`src/cas_pkg.sv`:
```
`timescale 1ns/100ps
`default_nettype none

package cas_pkg;

   localparam int DATA_W = 8;
   localparam int FADDR_W = 7;
   localparam int FILE_DEPTH = 128;
   localparam int BUS_AW = 8;

   // Bus map: file registers of the current bank sit at 8'h00..8'h7f
   localparam logic [7:0] REG_WORK_OFS = 8'h80;
   localparam logic [7:0] REG_STATUS_OFS = 8'h81;
   localparam logic [7:0] REG_CORE_OFS = 8'h82;

   // Status bit positions
   localparam int ST_C = 0;
   localparam int ST_DC = 1;
   localparam int ST_Z = 2;
   localparam int ST_PD = 3;
   localparam int ST_TO = 4;

   localparam logic [7:0] STATUS_RST = 8'h18;
   localparam logic [7:0] STATUS_WR_MASK = 8'h07;
   localparam logic [7:0] WORK_RST = 8'h00;
   localparam logic [7:0] DEC_STEP = 8'h01;
   localparam logic [7:0] ZERO_BYTE = 8'h00;

   typedef enum logic [2:0] {
      CAS_OP_NOP = 3'b000,
      CAS_OP_DEC = 3'b001,
      CAS_OP_CLEAR_WORK_REG_OP = 3'b010,
      CAS_OP_RRF = 3'b011,
      CAS_OP_SUB_FROM_LITERAL_OP = 3'b100,
      CAS_OP_SUB_FROM_FILE_OP = 3'b101,
      CAS_OP_SLEEP = 3'b110
   } cas_op_t;

   typedef enum logic {
      CAS_RUN = 1'b0,
      CAS_ASLEEP = 1'b1
   } cas_state_t;

   // Returns {carry, digit_carry, a - b}; carry means no borrow
   function automatic logic [9:0] cas_sub(input logic [7:0] a, input logic [7:0] b);
      logic [7:0] diff;
      diff = a - b;
      return {(b <= a), (b[3:0] <= a[3:0]), diff};
   endfunction : cas_sub

endpackage : cas_pkg

module cas_alu (
   input wire cas_pkg::cas_op_t op,
   input wire logic [7:0] file_val,
   input wire logic [7:0] work_val,
   input wire logic [7:0] literal,
   input wire logic carry_in,
   output logic [7:0] result,
   output logic c_out,
   output logic dc_out,
   output logic wr_c,
   output logic wr_dc,
   output logic wr_z,
   output logic res_valid
);
   import cas_pkg::*;

   logic [9:0] sub_res;

   always_comb begin
      sub_res = cas_sub(file_val, work_val);
      result = ZERO_BYTE;
      c_out = carry_in;
      dc_out = 1'h0;
      wr_c = 1'h0;
      wr_dc = 1'h0;
      wr_z = 1'h0;
      res_valid = 1'h0;
      case (op)
         CAS_OP_DEC: begin
            result = file_val - DEC_STEP;
            wr_z = 1'h1;
            res_valid = 1'h1;
         end
         CAS_OP_CLEAR_WORK_REG_OP: begin
            result = ZERO_BYTE;
            wr_z = 1'h1;
            res_valid = 1'h1;
         end
         CAS_OP_RRF: begin
            result = {carry_in, file_val[7:1]};
            c_out = file_val[0];
            wr_c = 1'h1;
            res_valid = 1'h1;
         end
         CAS_OP_SUB_FROM_LITERAL_OP: begin
            sub_res = cas_sub(literal, work_val);
            {c_out, dc_out, result} = sub_res;
            wr_c = 1'h1;
            wr_dc = 1'h1;
            wr_z = 1'h1;
            res_valid = 1'h1;
         end
         CAS_OP_SUB_FROM_FILE_OP: begin
            {c_out, dc_out, result} = sub_res;
            wr_c = 1'h1;
            wr_dc = 1'h1;
            wr_z = 1'h1;
            res_valid = 1'h1;
         end
         default: begin
            result = ZERO_BYTE;
         end
      endcase
   end

endmodule : cas_alu

`default_nettype wire

```
`src/cas_core_exec.sv`:
```
// Behaviour
// - Decrement file register; only zero flag changes
// - Clear working register and set zero
// - Rotate right through carry; only carry changes
// - Rotate result to working or file register
// - Literal minus working; carry means no borrow
// - Digit carry from low nibbles; zero updated
// - Literal is eight-bit unsigned, 0 to 255
// - File minus working; carry, digit carry, zero
// - Difference to working or file register
// - Sleep clears watchdog, sets timeout, clears powerdown
// - Sleep halts core with oscillator stopped
//
// The placing of the registers and the strobed register port were decided locally.
`timescale 1ns/100ps
`default_nettype none

module cas_core_exec (
   input wire logic clock,
   input wire logic clk_en,
   input wire logic sys_rst,
   input wire logic op_valid,
   input wire cas_pkg::cas_op_t op_code,
   input wire logic [cas_pkg::FADDR_W-1:0] op_faddr,
   input wire logic op_dest,
   input wire logic [cas_pkg::DATA_W-1:0] op_literal,
   input wire logic wake_pin,
   input wire logic [cas_pkg::BUS_AW-1:0] bus_addr,
   input wire logic [cas_pkg::DATA_W-1:0] bus_wdata,
   input wire logic bus_wr,
   input wire logic bus_rd,
   output logic [cas_pkg::DATA_W-1:0] bus_rdata,
   output logic [cas_pkg::DATA_W-1:0] work_reg,
   output logic [cas_pkg::DATA_W-1:0] status_reg,
   output logic osc_stop,
   output logic wdt_clear
);
   import cas_pkg::*;

   logic [DATA_W-1:0] file_mem [FILE_DEPTH];
   cas_state_t state;
   cas_state_t next_state;
   logic [1:0] wake_sync;
   logic [DATA_W-1:0] next_work_reg;
   logic [DATA_W-1:0] next_status_reg;
   logic [DATA_W-1:0] next_bus_rdata;
   logic next_osc_stop;
   logic next_wdt_clear;
   logic next_fwr_en;
   logic [FADDR_W-1:0] next_fwr_addr;
   logic [DATA_W-1:0] next_fwr_data;
   logic take;
   logic [DATA_W-1:0] file_val;
   logic [DATA_W-1:0] alu_result;
   logic alu_c;
   logic alu_dc;
   logic alu_wr_c;
   logic alu_wr_dc;
   logic alu_wr_z;
   logic alu_valid;
   logic bus_file_sel;

   // No instruction is taken while asleep
   assign take = op_valid && (state == CAS_RUN);
   // Seven-bit operand addresses the current bank
   assign file_val = file_mem[op_faddr];
   assign bus_file_sel = (bus_addr[7] == 1'h0);

   cas_alu u_alu (
      .op(op_code),
      .file_val(file_val),
      .work_val(work_reg),
      .literal(op_literal),
      .carry_in(status_reg[ST_C]),
      .result(alu_result),
      .c_out(alu_c),
      .dc_out(alu_dc),
      .wr_c(alu_wr_c),
      .wr_dc(alu_wr_dc),
      .wr_z(alu_wr_z),
      .res_valid(alu_valid)
   );

   // Wake pin synchroniser
   always_ff @(posedge clock) begin
      if (sys_rst) begin
         wake_sync <= 2'h0;
      end else if (clk_en) begin
         wake_sync <= {wake_sync[0], wake_pin};
      end
   end

   // Sleep state and oscillator stop
   always_comb begin
      next_state = state;
      next_osc_stop = osc_stop;
      next_wdt_clear = 1'h0;
      case (state)
         CAS_RUN: begin
            if (take && op_code == CAS_OP_SLEEP) begin
               next_state = CAS_ASLEEP;
               next_osc_stop = 1'h1;
               next_wdt_clear = 1'h1;
            end
         end
         CAS_ASLEEP: begin
            if (wake_sync[1]) begin
               next_state = CAS_RUN;
               next_osc_stop = 1'h0;
            end
         end
         default: begin
            next_state = CAS_RUN;
            next_osc_stop = 1'h0;
         end
      endcase
   end

   always_ff @(posedge clock) begin
      if (sys_rst) begin
         state <= CAS_RUN;
         osc_stop <= 1'h0;
         wdt_clear <= 1'h0;
      end else if (clk_en) begin
         state <= next_state;
         osc_stop <= next_osc_stop;
         wdt_clear <= next_wdt_clear;
      end
   end

   // Working register, status and file write port
   always_comb begin
      next_work_reg = work_reg;
      next_status_reg = status_reg;
      next_fwr_en = 1'h0;
      next_fwr_addr = bus_addr[FADDR_W-1:0];
      next_fwr_data = bus_wdata;
      if (bus_wr) begin
         if (bus_file_sel) begin
            next_fwr_en = 1'h1;
         end else if (bus_addr == REG_WORK_OFS) begin
            next_work_reg = bus_wdata;
         end else if (bus_addr == REG_STATUS_OFS) begin
            next_status_reg = (status_reg & ~STATUS_WR_MASK) | (bus_wdata & STATUS_WR_MASK);
         end
      end
      if (take && alu_valid) begin
         if (op_dest && op_code != CAS_OP_CLEAR_WORK_REG_OP && op_code != CAS_OP_SUB_FROM_LITERAL_OP) begin
            next_fwr_en = 1'h1;
            next_fwr_addr = op_faddr;
            next_fwr_data = alu_result;
         end else begin
            next_work_reg = alu_result;
         end
         // Carry only where the operation owns it
         if (alu_wr_c) begin
            next_status_reg[ST_C] = alu_c;
         end
         if (alu_wr_dc) begin
            next_status_reg[ST_DC] = alu_dc;
         end
         if (alu_wr_z) begin
            next_status_reg[ST_Z] = (alu_result == ZERO_BYTE);
         end
      end
      if (take && op_code == CAS_OP_SLEEP) begin
         next_status_reg[ST_TO] = 1'h1;
         next_status_reg[ST_PD] = 1'h0;
      end
   end

   always_ff @(posedge clock) begin
      if (sys_rst) begin
         work_reg <= WORK_RST;
         status_reg <= STATUS_RST;
      end else if (clk_en) begin
         work_reg <= next_work_reg;
         status_reg <= next_status_reg;
      end
   end

   always_ff @(posedge clock) begin
      if (clk_en && next_fwr_en) begin
         file_mem[next_fwr_addr] <= next_fwr_data;
      end
   end

   // Read data stand one cycle only
   always_comb begin
      next_bus_rdata = ZERO_BYTE;
      if (bus_rd) begin
         if (bus_file_sel) begin
            next_bus_rdata = file_mem[bus_addr[FADDR_W-1:0]];
         end else if (bus_addr == REG_WORK_OFS) begin
            next_bus_rdata = work_reg;
         end else if (bus_addr == REG_STATUS_OFS) begin
            next_bus_rdata = status_reg;
         end else if (bus_addr == REG_CORE_OFS) begin
            next_bus_rdata = {7'h00, osc_stop};
         end
      end
   end

   always_ff @(posedge clock) begin
      if (sys_rst) begin
         bus_rdata <= ZERO_BYTE;
      end else if (clk_en) begin
         bus_rdata <= next_bus_rdata;
      end
   end

   AST_DEC_WORK: assert property (@(posedge clock) disable iff (sys_rst)
      clk_en && take && op_code == CAS_OP_DEC && !op_dest && !bus_wr
      |=> work_reg == $past(file_val) - 8'h01 && status_reg[1:0] == $past(status_reg[1:0])
         && status_reg[ST_Z] == (work_reg == 8'h00))
      else $error("decrement result or flags wrong");

   AST_CLEAR_WORK_REG_OP: assert property (@(posedge clock) disable iff (sys_rst)
      clk_en && take && op_code == CAS_OP_CLEAR_WORK_REG_OP
      |=> work_reg == 8'h00 && status_reg[ST_Z] && $stable(status_reg[ST_DC])
         && $stable(status_reg[ST_C]) && $stable(status_reg[ST_TO]))
      else $error("clear working register wrong");

   AST_RRF_CARRY: assert property (@(posedge clock) disable iff (sys_rst)
      clk_en && take && op_code == CAS_OP_RRF && !bus_wr
      |=> status_reg[ST_C] == $past(file_val[0]) && $stable(status_reg[ST_Z])
         && $stable(status_reg[ST_DC]))
      else $error("rotate carry wrong");

   AST_RRF_VALUE: assert property (@(posedge clock) disable iff (sys_rst)
      clk_en && take && op_code == CAS_OP_RRF && !op_dest
      |=> work_reg == {$past(status_reg[ST_C]), $past(file_val[7:1])})
      else $error("rotate value wrong");

   AST_DEST_FILE: assert property (@(posedge clock) disable iff (sys_rst)
      clk_en && take && op_dest && !bus_wr
      && (op_code == CAS_OP_RRF || op_code == CAS_OP_DEC || op_code == CAS_OP_SUB_FROM_FILE_OP)
      |-> next_fwr_en && next_fwr_addr == op_faddr ##1 $stable(work_reg))
      else $error("file destination not honoured");

   AST_SUB_FROM_LITERAL_OP: assert property (@(posedge clock) disable iff (sys_rst)
      clk_en && take && op_code == CAS_OP_SUB_FROM_LITERAL_OP
      |=> work_reg == $past(op_literal) - $past(work_reg)
         && status_reg[ST_C] == ($past(work_reg) <= $past(op_literal)))
      else $error("literal subtract wrong");

   // Digit carry and zero on literal subtract
   AST_SUB_FROM_LITERAL_OP_DC: assert property (@(posedge clock) disable iff (sys_rst)
      clk_en && take && op_code == CAS_OP_SUB_FROM_LITERAL_OP
      |=> status_reg[ST_DC] == ($past(work_reg[3:0]) <= $past(op_literal[3:0]))
         && status_reg[ST_Z] == (work_reg == 8'h00))
      else $error("literal subtract digit carry wrong");

   AST_SUB_FROM_FILE_OP: assert property (@(posedge clock) disable iff (sys_rst)
      clk_en && take && op_code == CAS_OP_SUB_FROM_FILE_OP && !op_dest && !bus_wr
      |=> work_reg == $past(file_val) - $past(work_reg)
         && status_reg[ST_C] == ($past(work_reg) <= $past(file_val))
         && status_reg[ST_DC] == ($past(work_reg[3:0]) <= $past(file_val[3:0])))
      else $error("file subtract wrong");

   AST_SLEEP_STATUS: assert property (@(posedge clock) disable iff (sys_rst)
      clk_en && take && op_code == CAS_OP_SLEEP
      |=> status_reg[ST_TO] && !status_reg[ST_PD] && wdt_clear)
      else $error("sleep status or watchdog clear wrong");

   AST_SLEEP_HALT: assert property (@(posedge clock) disable iff (sys_rst)
      clk_en && osc_stop && !wake_sync[1] && !bus_wr |=> osc_stop && $stable(work_reg))
      else $error("core ran while asleep");

   AST_ASLEEP_IDLE: assert property (@(posedge clock) disable iff (sys_rst)
      osc_stop |-> !take && state == CAS_ASLEEP)
      else $error("instruction taken while asleep");

   AST_SUB_FROM_FILE_OP_FILE: assert property (@(posedge clock) disable iff (sys_rst)
      clk_en && take && op_code == CAS_OP_SUB_FROM_FILE_OP && op_dest && !bus_wr
      |-> next_fwr_en && next_fwr_data == file_val - work_reg ##1 $stable(work_reg))
      else $error("file subtract destination wrong");

   AST_SUB_FROM_LITERAL_OP_LIT_MAX: assert property (@(posedge clock) disable iff (sys_rst)
      clk_en && take && op_code == CAS_OP_SUB_FROM_LITERAL_OP && op_literal == 8'hff
      |=> status_reg[ST_C] && work_reg == 8'hff - $past(work_reg))
      else $error("full-range literal treated as signed");

   AST_WDT_PULSE: assert property (@(posedge clock) disable iff (sys_rst)
      clk_en && wdt_clear |=> !wdt_clear)
      else $error("watchdog clear longer than one cycle");

endmodule : cas_core_exec

`default_nettype wire

```
`config.mk`:
```
export PLATFORM = sky130hd
export DESIGN_NAME = cas_core_exec
export DESIGN_NICKNAME = d
export VERILOG_FILES = /design/src/cas_pkg.sv /design/src/cas_core_exec.sv
export SDC_FILE = /design/constraint.sdc
export NUM_CORES = 2
export LEC_CHECK = 0
export ABC_AREA = 1
export BUFFER_PORTS_ARGS = -buffer_cell sky130_fd_sc_hd__buf_2
export CORE_MARGIN = 1
export CORE_UTILIZATION = 35
export DETAILED_ROUTE_END_ITERATION = 6
export PLACE_DENSITY = 0.51
export SETUP_SLACK_MARGIN = 0.4
export SYNTH_ARGS = -nofsm -noshare
export SYNTH_HDL_FRONTEND = slang
export SYNTH_HIERARCHICAL = 1
export SYNTH_SLANG_ARGS = --single-unit
```
`constraint.sdc`:
```
create_clock -name clock -period 12.7 [get_ports clock]
set_input_delay 0.635 -clock clock [delete_from_list [all_inputs] [get_ports clock]]
set_output_delay 0.635 -clock clock [all_outputs]
set_load 0.05 [all_outputs]
```
==> impl_metrics.yaml <==
routing:
  drtAntennaViolNets: 0
  postRouteWirelength_mm: 213
  vias_per_cell: 5.72
  firstDrtPassIters: 6
  dr.first_iter.drc_count: 5726
  routedWlPerCell_um: 25.8
  post-route-drc-count: 0
  routed-via-count: 47331
sta:
  min_period_ps: 7120
  report.final.hold_viol_count: 0
  timing.hold.ws_ps: 82.0
  unrepaired_setup_endpoints_after_global_routing: "false"
  setup_total_negative_slack_ps: 0
  timing.slew.headroom: 0.0362
  achievable-frequency_ghz: 0.140
  timing.final.crit_share: 0.561
  clock-skew-final_ps: 75.7
  timing_worst_slew_pin_value_ps: 1440
  final-setup-viol-count: 0
  worst_slack_ps: 5580
  timing_max_transition_violations_final: 0
finish:
  nFillCells: 15508
  largest_register_ffs: 1024
  design_area_sq_mm: 0.0607
  final_net_count: 6198
  seqCellArea_sq_mm: 0.0313
  multiInputGateArea_sq_mm: 0.0199
  layout.cells.most_common_list: "1280 x sky130_fd_sc_hd__nand2_1, 1024 x sky130_fd_sc_hd__edfxtp_1, 885 x sky130_fd_sc_hd__o21ai_0, 869 x sky130_fd_sc_hd__nor2_1, 498 x sky130_fd_sc_hd__inv_1"
  synthToLayoutAreaGrowth_pct: 10.3
  most_common_cell_after_layout_fill_and_taps_aside: "sky130_fd_sc_hd__nand2_1"
  layout-drive-gt1-share: 0.0643
clock_network:
  worst_skew_pair.late_latency_ps: 790
  tritoncts: "built"
  post_cts_repair_setup_buffers: 0
  post_cts_resize_count: 0
  ctsHoldBuffers: 0
  clk_root_buffer_cell: "sky130_fd_sc_hd__clkbuf_16"
  clk_pin_slew_worst_paths_ps: 60
  tritoncts_num_sinks: 1050
  clock_tree.buffer_depth: 3
  htree_num_levels: 3
  numCtsBuffers: 119
setup_path:
  startpoint: "op_faddr[0]"
  cp.arrival_ps: 7580
  worst_path_dominant_cell_family: "buffers and inverters"
  path_max_fanout: 130
  rr_startpoint: "file_mem[58][2]$_DFFE_PP_"
  setup_crit_end_kind: "register"
  critical_path.max_stage_delay_ps: 870
  timing.setup.critical_path_class: "input pin to register"
  slowest_stage: "sky130_fd_sc_hd__buf_4"
  worst-path-buf-inv: 8
  crit_path_frequent_cell: "sky130_fd_sc_hd__nand2_1"
  worstSetupStartpointType: "input pin"
  reg2reg_setup_slack_ps: 7240
  required_ps: 13150
run:
  timing.max_cap.violations: 0
power_and_ir_drop:
  power.ir.vdd_worst_uv: 128
  power.internal_mw: 5.96
  p_comb_frac: 0.118
  power_per_cell_area_mw_per_mm2: 135
  sw_ratio: 0.274
  report.power.total_mw: 8.20
  power.sequential.fraction: 0.469
  leakage_nw: 22.4
  total_switching_power_mw: 2.25
  power_frac_clock: 0.413
synth:
  yosys-mux-area-fraction: 0
  synth-seq-cells: 1050
  syn-cell-area_sq_mm: 0.0550
  synth-xor-area-share: 0.000159
  yosysUniqueCellTypes: 49
  synthesis.instances: 6281
  synth_seq_area_share: 0.569
  yosys.area.top_type: "sky130_fd_sc_hd__edfxtp_1"
  yosys-top-cells-area: "sky130_fd_sc_hd__edfxtp_1 56%, sky130_fd_sc_hd__nand2_1 8.7%, sky130_fd_sc_hd__o21ai_0 8.1%"
  synthAdderAreaFrac: 0.00642
  synth_area_per_cell_sq_um: 8.76
  synth_top_family_by_area: "simple AND/OR/NAND/NOR gates"
  synth_simple_gate_area_frac: 0.199
  post_synthesis_compound_gate_area_fraction: 0.154
  yosysWarningCount: 6
  synth_top_cell_area_share: 0.559
placed_design:
  detailed_place.area_sq_mm: 0.0570
  globalplace.congestion: 0.880
  place_ws_ps: 5030
  post-dp-hpwl_mm: 122
  placement.io_buffers: 64
global_route:
  track_usage: 0.262
  antenna_found_initial: 2
  grt-ovfl-total: 0
  grt_start_max_net_pins: 177
  grt_first_pass_wirelength_mm: 306
  vias_in_the_first_global_route: 44061
floorplan:
  dieHeight_um: 398
  effective_utilization_at_floorplan: 0.352
  pin_count: 68
  die_w_um: 398
  std_cell_rows: 145
  placeableCoreArea_sq_mm: 0.156
  die-area_sq_mm: 0.159
worst_hold_path:
  timing.hold.worst.start: "wake_pin"
  hold_path_class: "input pin to register"
outcome:
  status: "finished clean"
## final cells by class
type	instances	share of cell area
diodes	2	0.0000825
clock buffers	156	0.0517
clock inverters	57	0.00953
inverters	521	0.0328
multi-input cells	4273	0.328
flip-flops and latches	1050	0.515
well taps	2058	0.0424
repair buffers	164	0.0203
## power by group through the flow
stage	Sequential [mW]	Combinational, mW	Clock, mW
CTS	3.85	0.945	3.42
floorplan	3.96	0.556	0
finish	3.85	0.966	3.39
global route	3.85	1.03	3.54
global placement	3.92	0.941	0
detailed placement	3.92	0.943	0
## synthesized netlist by cell type, drive strengths merged
| master | number |
|---|---|
| buf | 208 |
| a311oi | 1 |
| and3 | 1 |
| o221ai | 29 |
| edfxtp | 1024 |
| nor3 | 21 |
| o2111ai | 2 |
| conb | 1 |
| a21oi | 347 |
| xor2 | 1 |
| clkbuf | 231 |
| a31oi | 8 |
| o311ai | 2 |
| a22oi | 6 |
| o211ai | 100 |
| fa | 2 |
| nand2 | 1294 |
| nand4 | 30 |
| a22o | 1 |
| clkinv | 6 |
| nand3b | 7 |
| o22ai | 122 |
| or2 | 10 |
| nor2 | 886 |
| o21ai | 906 |
| or4 | 1 |
| ha | 25 |
| inv | 515 |
| dfxtp | 26 |
| o21a | 21 |
| o21bai | 6 |
| nand3 | 439 |
| o31ai | 1 |
| nor4 | 1 |
## final timing paths
| kind | end | cells past startpoint |
|---|---|---|
| worst max register to register | file_mem[118][7]$_DFFE_PP_ | 20 |
| worst min-delay path | wake_sync[0]$_SDFFE_PP0P_ | 3 |
| worst max-delay path | file_mem[114][4]$_DFFE_PP_ | 26 |
| worst min register to register | bus_rdata[3]$_SDFFE_PP0P_ | 2 |
## cells by family after synthesis
logic type,Yosys count
buffers and inverters,960
DFF,1050
AOI/OAI and AO/OA,1552
xor gates and xnor gates,1
other,1
and+or+nand+nor,2690
adders and majority gates,27
## through the flow
stage,utilization,instances
floorplan,-,6283
global placement,0.365,8066
detailed placement,0.365,8066
CTS,0.389,8279
global route,0.389,8279
finish,0.389,8281
## routing by layer
metal | up-vias | GRT usage | wire length [um]
li1 | 21211 | - | -
met1 | 23029 | 0.362 | 88800
met2 | 2650 | 0.405 | 94700
met5 | - | 0 | 13
met3 | 439 | 0.0491 | 21900
met4 | 2 | 0.102 | 8050
## worst register-to-register path, delay by kind of cell (launching register included)
kind,cells,cell delay [ps]
fa+ha+maj,1,340
buf+inv,4,1490
compound gates,5,1090
simple gates,10,1780
flops,1,340
Power figures use the tool's default switching activity.
